===== config.mk =====
export PLATFORM = sky130hd
export DESIGN_NAME = uart_fifo_ctrl_int_status
export DESIGN_NICKNAME = d
export VERILOG_FILES = /design/src/rtl/uart_fic_pkg.sv /design/src/rtl/trig_if.sv /design/src/rtl/trig_compare.sv /design/src/rtl/uart_fifo_ctrl_int_status.sv
export SDC_FILE = /design/constraint.sdc
export NUM_CORES = 1
export LEC_CHECK = 0
export BUFFER_PORTS_ARGS = -buffer_cell sky130_fd_sc_hd__buf_4
export CAP_MARGIN = 20
export CORE_MARGIN = 2
export CORE_UTILIZATION = 38
export CTS_CLUSTER_SIZE = 10
export DETAILED_ROUTE_END_ITERATION = 7
export PLACE_DENSITY_LB_ADDON = 0.15
export SLEW_MARGIN = 40
export SYNTH_ARGS = -nofsm -noshare
export SYNTH_HDL_FRONTEND = slang
export SYNTH_SLANG_ARGS = --single-unit
export TNS_END_PERCENT = 100

===== constraint.sdc =====
create_clock -name ref_clk -period 6.65 [get_ports ref_clk]
set_clock_uncertainty 0.05 [all_clocks]
set_input_delay 1.33 -clock ref_clk [delete_from_list [all_inputs] [get_ports ref_clk]]
set_output_delay 1.33 -clock ref_clk [all_outputs]
set_load 0.01 [all_outputs]

===== src/rtl/uart_fic_pkg.sv =====
// Notes on behaviour
// - rx trigger from control bits 7:6
// - receive ready when count reaches trigger
// - tx trigger from control bits 5:4
// - transmit empty when count below trigger
// - bit 2 flushes transmit fifo, self-clears
// - bit 1 flushes receive fifo, self-clears
// - bit 0 enables both fifos, default off
// - any nonzero level or flow register overrides control codes
// - six priority levels, highest code read
// - one pending interrupt shown until serviced
// - line status: level 1, code 000110
// - receive: level 2, 000100 or 001100
// - tx empty 000010, modem 000000
// - xoff 010000, handshake change 100000
// - status bits 7:6 ones when fifos on
// - bits 5:4 only with enhanced enable
// - xoff flag holds until xon received
// - status bit 0 low while pending
// - receive ready withdrawn below trigger
// - tx empty cleared by status read or write
// - sources gated by enable bits
`default_nettype none
package uart_fic_pkg;
   localparam int CNT_W = 8;
   localparam logic [7:0] FCR_RESET = 8'h00;
   localparam logic [7:0] ISR_RESET = 8'h01;
   localparam int RXT_POS = 6;
   localparam int TXT_POS = 4;
   localparam int TXRST_POS = 2;
   localparam int RXRST_POS = 1;
   localparam int FEN_POS = 0;
   localparam int EFR_EN_POS = 4;
   localparam int IE_RX = 0;
   localparam int IE_TX = 1;
   localparam int IE_LS = 2;
   localparam int IE_MS = 3;
   localparam int IE_XOFF = 5;
   localparam int IE_RTS = 6;
   localparam int IE_CTS = 7;
   localparam logic [5:0] CODE_LS = 6'h06;
   localparam logic [5:0] CODE_RX = 6'h04;
   localparam logic [5:0] CODE_TO = 6'h0C;
   localparam logic [5:0] CODE_TX = 6'h02;
   localparam logic [5:0] CODE_MS = 6'h00;
   localparam logic [5:0] CODE_XOFF = 6'h10;
   localparam logic [5:0] CODE_HS = 6'h20;
   localparam logic [7:0] RXT_L0 = 8'h08;
   localparam logic [7:0] RXT_L1 = 8'h10;
   localparam logic [7:0] RXT_L2 = 8'h18;
   localparam logic [7:0] RXT_L3 = 8'h1C;
   localparam logic [7:0] TXT_L0 = 8'h10;
   localparam logic [7:0] TXT_L1 = 8'h08;
   localparam logic [7:0] TXT_L2 = 8'h18;
   localparam logic [7:0] TXT_L3 = 8'h1E;
endpackage : uart_fic_pkg
`default_nettype wire


===== src/rtl/trig_if.sv =====
`default_nettype none
interface trig_if;
   logic [7:0] rx_level;
   logic [7:0] tx_level;
   logic rx_ready;
   logic tx_below;
   modport src (output rx_level, output tx_level, input rx_ready, input tx_below);
   modport cmp (input rx_level, input tx_level, output rx_ready, output tx_below);
endinterface : trig_if
`default_nettype wire


===== src/rtl/trig_compare.sv =====
`default_nettype none
module trig_compare (
   trig_if.cmp tif,              // levels in, flags out
   input wire logic [7:0] rx_count, // receive fifo fill
   input wire logic [7:0] tx_count  // transmit fifo fill
);
   assign tif.rx_ready = (rx_count >= tif.rx_level);
   assign tif.tx_below = (tx_count < tif.tx_level);
endmodule : trig_compare
`default_nettype wire


===== src/rtl/uart_fifo_ctrl_int_status.sv =====
`default_nettype none
module uart_fifo_ctrl_int_status (
   input wire logic ref_clk,          // 50 MHz clock
   input wire logic arst_n,           // async reset, active low
   input wire logic ctrl_wr,          // write strobe, control register
   input wire logic [7:0] ctrl_wdata, // write data, control register
   output logic [7:0] ctrl_rdata,     // control register readback
   input wire logic status_rd,        // read strobe, status register
   output logic [7:0] status_rdata,   // status value, live
   input wire logic thr_wr,           // host wrote a character to holding reg
   input wire logic [7:0] interrupt_enable,        // enable register
   input wire logic [7:0] enhanced_feature_control,// enhanced features
   input wire logic [7:0] receive_level_threshold, // rx level register
   input wire logic [7:0] transmit_level_threshold,// tx level register
   input wire logic [7:0] flow_threshold_low,      // flow low register
   input wire logic [7:0] flow_threshold_high,     // flow high register
   input wire logic [7:0] rx_count,   // receive fifo fill
   input wire logic [7:0] tx_count,   // transmit fifo fill
   input wire logic line_status_event,// receive error present
   input wire logic rx_timeout,       // receive data timeout
   input wire logic modem_status_event,// modem status change
   input wire logic xoff_detect,      // matching xoff seen, pulse
   input wire logic xon_detect,       // matching xon seen, pulse
   input wire logic special_detect,   // special char seen, pulse
   input wire logic hs_change,        // cts or rts change, pulse
   input wire logic hs_clear,         // handshake change serviced
   output logic fifo_enable,          // fifos enabled
   output logic tx_fifo_flush,        // one-cycle transmit flush
   output logic rx_fifo_flush,        // one-cycle receive flush
   output logic receive_ready_event,  // rx trigger reached, for flow control
   output logic transmit_empty_event, // tx below trigger, for flow control
   output logic irq_pending           // any enabled interrupt pending
);
   typedef struct packed {
      logic [7:0] fifo_control;
      logic tx_flush;
      logic rx_flush;
      logic tx_empty_int;
      logic tx_below_q;
      logic xoff_flag;
      logic hs_flag;
   } state_t;

   state_t st;
   state_t next_st;
   trig_if tif ();
   logic override;
   logic [5:0] code;
   logic pend;
   logic efr_en;

   function automatic logic [7:0] rx_trig(input logic [1:0] sel);
      case (sel)
         2'h0: rx_trig = uart_fic_pkg::RXT_L0;
         2'h1: rx_trig = uart_fic_pkg::RXT_L1;
         2'h2: rx_trig = uart_fic_pkg::RXT_L2;
         default: rx_trig = uart_fic_pkg::RXT_L3;
      endcase
   endfunction : rx_trig

   function automatic logic [7:0] tx_trig(input logic [1:0] sel);
      case (sel)
         2'h0: tx_trig = uart_fic_pkg::TXT_L0;
         2'h1: tx_trig = uart_fic_pkg::TXT_L1;
         2'h2: tx_trig = uart_fic_pkg::TXT_L2;
         default: tx_trig = uart_fic_pkg::TXT_L3;
      endcase
   endfunction : tx_trig

   assign override = |{receive_level_threshold, transmit_level_threshold,
                       flow_threshold_low, flow_threshold_high};
   assign tif.rx_level = override ? receive_level_threshold
                                  : rx_trig(st.fifo_control[uart_fic_pkg::RXT_POS +: 2]);
   assign tif.tx_level = override ? transmit_level_threshold
                                  : tx_trig(st.fifo_control[uart_fic_pkg::TXT_POS +: 2]);

   trig_compare u_cmp (
      .tif(tif),
      .rx_count(rx_count),
      .tx_count(tx_count)
   );

   assign efr_en = enhanced_feature_control[uart_fic_pkg::EFR_EN_POS];

   always_comb begin
      next_st = st;
      next_st.tx_flush = 1'b0;
      next_st.rx_flush = 1'b0;
      next_st.tx_below_q = tif.tx_below;
      if (status_rd || thr_wr) begin
         next_st.tx_empty_int = 1'b0;
      end
      // rising into below-trigger sets; set wins over clear
      if (tif.tx_below && !st.tx_below_q) begin
         next_st.tx_empty_int = 1'b1;
      end
      if (ctrl_wr) begin
         next_st.fifo_control = ctrl_wdata;
         next_st.fifo_control[uart_fic_pkg::TXRST_POS] = 1'b0;
         next_st.fifo_control[uart_fic_pkg::RXRST_POS] = 1'b0;
         next_st.fifo_control[3] = 1'b0;
         next_st.tx_flush = ctrl_wdata[uart_fic_pkg::TXRST_POS];
         next_st.rx_flush = ctrl_wdata[uart_fic_pkg::RXRST_POS];
      end
      if (xon_detect) begin
         next_st.xoff_flag = 1'b0;
      end
      if (xoff_detect || special_detect) begin
         next_st.xoff_flag = 1'b1;
      end
      if (hs_clear || status_rd) begin
         next_st.hs_flag = 1'b0;
      end
      if (hs_change) begin
         next_st.hs_flag = 1'b1;
      end
   end

   always_ff @(posedge ref_clk or negedge arst_n) begin
      if (!arst_n) begin
         st <= '0;
      end else begin
         st <= next_st;
      end
   end

   always_comb begin
      pend = 1'b1;
      if (interrupt_enable[uart_fic_pkg::IE_LS] && line_status_event) begin
         code = uart_fic_pkg::CODE_LS;
      end else if (interrupt_enable[uart_fic_pkg::IE_RX] && rx_timeout) begin
         code = uart_fic_pkg::CODE_TO;
      end else if (interrupt_enable[uart_fic_pkg::IE_RX] && tif.rx_ready) begin
         code = uart_fic_pkg::CODE_RX;
      end else if (interrupt_enable[uart_fic_pkg::IE_TX] && st.tx_empty_int) begin
         code = uart_fic_pkg::CODE_TX;
      end else if (interrupt_enable[uart_fic_pkg::IE_MS] && modem_status_event) begin
         code = uart_fic_pkg::CODE_MS;
      end else if (efr_en && interrupt_enable[uart_fic_pkg::IE_XOFF] && st.xoff_flag) begin
         code = uart_fic_pkg::CODE_XOFF;
      end else if (efr_en && (interrupt_enable[uart_fic_pkg::IE_RTS]
                              || interrupt_enable[uart_fic_pkg::IE_CTS]) && st.hs_flag) begin
         code = uart_fic_pkg::CODE_HS;
      end else begin
         code = 6'h00;
         pend = 1'b0;
      end
   end

   // only the top source is shown; fifo bits; bit 0 inverted
   assign status_rdata = {{2{st.fifo_control[uart_fic_pkg::FEN_POS]}}, code[5:1], ~pend};
   assign ctrl_rdata = st.fifo_control;
   assign fifo_enable = st.fifo_control[uart_fic_pkg::FEN_POS];
   assign tx_fifo_flush = st.tx_flush;
   assign rx_fifo_flush = st.rx_flush;
   assign receive_ready_event = tif.rx_ready;
   assign transmit_empty_event = tif.tx_below;
   assign irq_pending = pend;

   // helper terms for the checks, one per priority level
   logic lvl1_on;
   logic lvl2_on;
   logic lvl3_on;
   logic lvl4_on;
   logic lvl5_on;
   logic lvl6_on;
   logic lvl_any;
   assign lvl1_on = interrupt_enable[2] && line_status_event;
   assign lvl2_on = interrupt_enable[0] && (rx_timeout || receive_ready_event);
   assign lvl3_on = interrupt_enable[1] && st.tx_empty_int;
   assign lvl4_on = interrupt_enable[3] && modem_status_event;
   assign lvl5_on = efr_en && interrupt_enable[5] && st.xoff_flag;
   assign lvl6_on = efr_en && (interrupt_enable[6] || interrupt_enable[7]) && st.hs_flag;
   assign lvl_any = lvl1_on || lvl2_on || lvl3_on || lvl4_on || lvl5_on || lvl6_on;
endmodule : uart_fifo_ctrl_int_status
`default_nettype wire


== Yosys cells after proc, flatten, opt, wreduce, memory -nomap -nowiden ==
Index checks and enable logic that the tools add are counted.
Storage, ports and cells
  register bits: 11
  output and inout bits: 22
Operators by class
  multiplexer cells: 25
  magnitude comparators: 2
  reductions and logical operators: 21
  equal/unequal tests: 4
  bitwise operators: 1
Operators by type and width (count)
  2-to-1 mux 6 bit: 7
  OR reduction 32 bit: 1
  one-hot mux 5 bit (3 select lines): 2
  2-to-1 mux 8 bit: 2
  2-to-1 mux 1 bit: 13
  logical AND 1 bit: 10
  >= comparator 8 bit: 1
  less-than comparator 8 bit: 1
  nonzero test 2 bit: 3
  == test 2 x 1 -> 1 bit, second input constant: 2
  == test 2 bit, second input constant: 2
  logical NOT 2 bit: 2
  logical OR 1 bit: 4
  2-to-1 mux 2 bit: 1
  logical NOT 1 bit: 1
  inverter 1 bit: 1

== Depth between registers and ports, before layout ==
  depth in word-level cells: 11
  gate-level depth with buffers: 11
  mapped depth without buffers: 11

== Hierarchy ==
A second synthesis with hierarchy kept.
Unflattened totals
  cell total of the unflattened synthesis: 143
  area, all modules: 1183.6 um^2
Modules (own cells, without submodules)
  uart_fifo_ctrl_int_status: times used 1, area each 812.0 um^2, cells each 92
  trig_compare: times used 1, area each 371.6 um^2, cells each 51

== Least setup slack after synthesis ==
OpenSTA, ideal clock, no wires.
  path type: input -> output
  from: input flow_threshold_low[2]
  to: output status_rdata[5]
  data arrival time: 3.462 ns
  buffers on the path: 0
  slack: 1.808 ns
  stages: 9
  cell sequence: nor4_1 > nand4_1 > nor2_1 > a31oi_1 > ha_1 > o21ai_1 > a221oi_1 > o41a_1 > nor4b_1
On the way
  word-level cells in the longest chain between the ends: 7
RTL lines
  from (decl): RTL line uart_fifo_ctrl_int_status.sv:15  | input wire logic [7:0] flow_threshold_low,
  OR reduction 32 bit: RTL line uart_fifo_ctrl_int_status.sv:70  | assign override = |{receive_level_threshold, transmit_level_threshold,
  2-to-1 mux 8 bit: RTL line uart_fifo_ctrl_int_status.sv:72  | assign tif.rx_level = override ? receive_level_threshold
  >= comparator 8 bit: RTL line trig_compare.sv:7  | assign tif.rx_ready = (rx_count >= tif.rx_level);
  logical AND 1 bit: RTL line uart_fifo_ctrl_int_status.sv:133  | end else if (interrupt_enable[uart_fic_pkg::IE_RX] && tif.rx_ready) begin
  2-to-1 mux 6 bit: RTL line uart_fifo_ctrl_int_status.sv:133
  2-to-1 mux 6 bit: RTL line uart_fifo_ctrl_int_status.sv:131  | end else if (interrupt_enable[uart_fic_pkg::IE_RX] && rx_timeout) begin
  2-to-1 mux 6 bit: RTL line uart_fifo_ctrl_int_status.sv:129  | if (interrupt_enable[uart_fic_pkg::IE_LS] && line_status_event) begin
  to (decl): RTL line uart_fifo_ctrl_int_status.sv:9  | output logic [7:0] status_rdata,
No other way between the ends.

== Final worst setup path ==
  from: input receive_level_threshold[3]
  to: output irq_pending
On the way
  word-level cells in the longest chain between the ends: 7
RTL lines
  from (decl): RTL line uart_fifo_ctrl_int_status.sv:13  | input wire logic [7:0] receive_level_threshold,
  OR reduction 32 bit: RTL line uart_fifo_ctrl_int_status.sv:70
  2-to-1 mux 8 bit (*): RTL line uart_fifo_ctrl_int_status.sv:72
  >= comparator 8 bit (*): RTL line trig_compare.sv:7
  logical AND 1 bit (*): RTL line uart_fifo_ctrl_int_status.sv:133
  2-to-1 mux 1 bit (*): RTL line uart_fifo_ctrl_int_status.sv:133
  2-to-1 mux 1 bit (*): RTL line uart_fifo_ctrl_int_status.sv:131
  2-to-1 mux 1 bit (*): RTL line uart_fifo_ctrl_int_status.sv:129
  to (decl): RTL line uart_fifo_ctrl_int_status.sv:32  | output logic irq_pending
Every way passes the cells marked *; elsewhere a longest branch is shown, timed or not.

==> results.cfg <==
[power_and_ir_drop]
peakVddDrop_mv = 0.127
power.share.sequential = 0.359
clkPwrFrac = 0.207
swShare = 0.289
p_leak_nw = 0.932
share_comb_of_total_power = 0.434
switchingPower_w = 0.0000623
p_per_area_nw_per_um2 = 124
intPower_w = 0.000153
report.power.total_w = 0.000215

[setup_path]
setup.worst_path.class = input port to primary output
required_ns = 5.27
cp_cell_sequence = buf_4 -> nor4_1 -> nand4_1 -> nor2_1 -> a31oi_1 -> ha_1 -> o21ai_1 -> a221oi_1 -> o41a_1 -> or3_1 -> buf_4
end_kind = primary output
max_stage_delay_ns = 0.46
worstPathMaxFanout = 6
critPathLaunch = receive_level_threshold[3]
crit_top_cell = buf_4
crit_cells = 11
cp_top_family = simple AND/OR/NAND/NOR gates
crit_buf_inv = 2
r2r_start = ctrl_rdata[4]
cp_data_arrival_time_ns = 4.01
r2r_cells = 8
cpMaxStageDelayCell = o41a_1
critPathLaunchType = input port

[logic_synthesis]
async_flop_share = 1.00
ys_ff_latch = 11
synth_top_area_frac = 0.266
synth.largest_area_cell = dfrtp_1
synth_edf_count = 0
yosys.cell_types.count = 30
syn_inst = 125
yosysMostFrequentCell = ha_1
ys_seq_area_frac = 0.266
syn_area_per_cell_um2 = 8.29
netlist_top_cells_count = ha_1, inv_1, dfrtp_1
ys_warn_count = 0
synthesis.area_um2 = 1040
synth_area_leaders = dfrtp_1, ha_1, buf_4
synth_flop_cell = dfrtp_1

[grt]
grt_pass1_wl_mm = 4.81
grt_pass1_vias = 1204
antenna_found_initial = 0
overflow = 0
track_usage = 0.186
grt_max_degree = 12

[clock_tree]
cts_hold_buf = 0
ctsResizeCount = 0
h-tree-depth = 1
post-cts-setup-buffers = 0
cts_sinks = 11
clock_latency_ns = 0.27
cts_buffers = 3
clk_pin_slew_ns = 0.07
root_buffer = clkbuf_4
cts_tree = built
max-clock-path-buffers = 2

[route]
m1WireLength_mm = 1.12
wirelength_mm = 2.93
first_pass_iters = 4
ant_nets = 0
wl_met2_mm = 1.55
wl_per_cell_um = 12.1
dr_wl_met3_um = 220
dr.first_iter.drc_count = 29
vias = 1214
dr.max_layer_used = met4
vias_per_cell = 5.00
drc_errors = 0

[timing]
fin_setup_tns_ns = 0
finalHoldViolations = 0
slew_violations = 0
rsz0062_at_grt = no
period_needed_ns = 5.39
finalSetupViolCount = 0
fmax_mhz = 186
fin_crit_sh = 0.810

[layout]
ff_latch_area_um2 = 275
drive_above_1_share = 0.493
multi_input_area_um2 = 641
syn_to_final_growth_pct = 67.0
diodes = 0
fillCellCount = 206
nNetsFinal = 314

[floorplanning]
pin_count = 107
die_w_um = 56.2
fp.dieH_um = 56.2
core_area_um2 = 2520
initial_core_util = 0.411
rows = 18
dieArea_um2 = 3160

[job]
drv_cap = 0

[min_path]
hold_class = register to register
holdCritStartpoint = st[2]
whs_path_depth = 1

[placement]
finalWeightedCongestion = 0.849
port_buffers = 94
dp_hpwl_mm = 2.61

[run_status]
status = complete, no violations
[area by class of cell]
cell class / instances / area share
Timing Repair Buffer: 94 / 0.408
Multi-Input combinational cell: 92 / 0.370
Sequential cell: 11 / 0.159
Inverter: 12 / 0.0260
Tap cell: 30 / 0.0217
Clock buffer: 4 / 0.0152
[routing by layer]
layer | track usage | vias to the layer above
li1 | - | 613
met3 | 0.0395 | 6
met2 | 0.339 | 49
met5 | 0 | -
met4 | 0.105 | 0
met1 | 0.195 | 546
[flip-flops by register name, indices dropped and copies added (netlist names)]
register,cells
tx_fifo_flush,1
st,4
rx_fifo_flush,1
ctrl_rdata,5
[worst reg2reg max path, delay by kind of cell, from the launching register on]
kind / cells / cell delay [ns]
AOI/OAI and AO/OA: 3 / 0.57
and+or+nand+nor: 3 / 0.44
adders and majority gates: 1 / 0.24
buffers and inverters: 1 / 0.06
DFF: 1 / 0.41
[cell families (layout without fill, tap and decap cells)]
family | count (synthesis) | in the layout | share of synthesized area
multiplexers | 5 | 5 | 0.0543
buffers and inverters | 24 | 110 | 0.123
other | 1 | 3 | 0.00362
adder cells (fa/ha/maj) | 15 | 15 | 0.181
AO/OA/AOI/OAI | 22 | 22 | 0.124
flip-flops | 11 | 11 | 0.266
AND/OR/NAND/NOR | 47 | 47 | 0.248
[placed cells by master, fill, tap and decap left out]
cell,synthesis,final
a211oi_1,1,1
a21o_1,1,1
a21oi_1,7,7
a221oi_1,1,1
a31oi_1,1,1
and2_1,2,2
and3_1,2,2
buf_4,10,94
clkbuf_1,2,1
clkbuf_4,0,3
conb_1,1,3
dfrtp_1,11,11
ha_1,15,15
inv_1,12,12
mux2_2,5,5
nand2_1,8,8
nand2b_1,3,3
nand3_1,2,2
nand4_1,3,3
nor2_1,9,9
nor3_1,2,2
nor3_2,1,1
nor3b_1,1,1
nor4_1,8,8
nor4b_1,2,2
o211ai_1,1,1
o21ai_0,7,7
o21ai_1,2,2
o41a_1,1,1
or2_2,2,2
or3_1,2,2
[power by group through the flow]
stage | Clock, W | Combinational [W] | Sequential, W
2_1_floorplan | 0 | 0.0000429 | 0.0000784
3_3_place_gp | 0 | 0.0000909 | 0.0000786
3_5_place_dp | 0 | 0.0000941 | 0.0000787
4_1_cts | 0.0000472 | 0.0000943 | 0.0000774
5_1_grt | 0.0000499 | 0.000104 | 0.0000784
6_report | 0.0000446 | 0.0000935 | 0.0000774
[per-stage QoR]
step                      instances  area (um^2)  hold slack [ns]  utilization  worst slack (ns)
after global placement          239         1700            0.377        0.676              1.33
after floorplan                 127         1040            0.360            -              1.81
after global routing            243         1730            0.452        0.686              1.01
after CTS                       243         1730            0.387        0.686              1.30
final                           243         1730            0.384        0.686              1.26
after detailed placement        239         1700            0.377        0.676              1.31
[worst paths after layout]
| check | to | slack, ns |
|---|---|---|
| max reg2reg | st[3] | 4.80 |
| max | irq_pending | 1.26 |
| max in group asynchronous | ctrl_rdata[7] | 5.58 |
| min | st[3] | 0.38 |
| min in group asynchronous | ctrl_rdata[0] | 0.83 |
| min reg2reg | st[3] | 0.38 |
No activity file was read; power rests on OpenSTA's default activity.
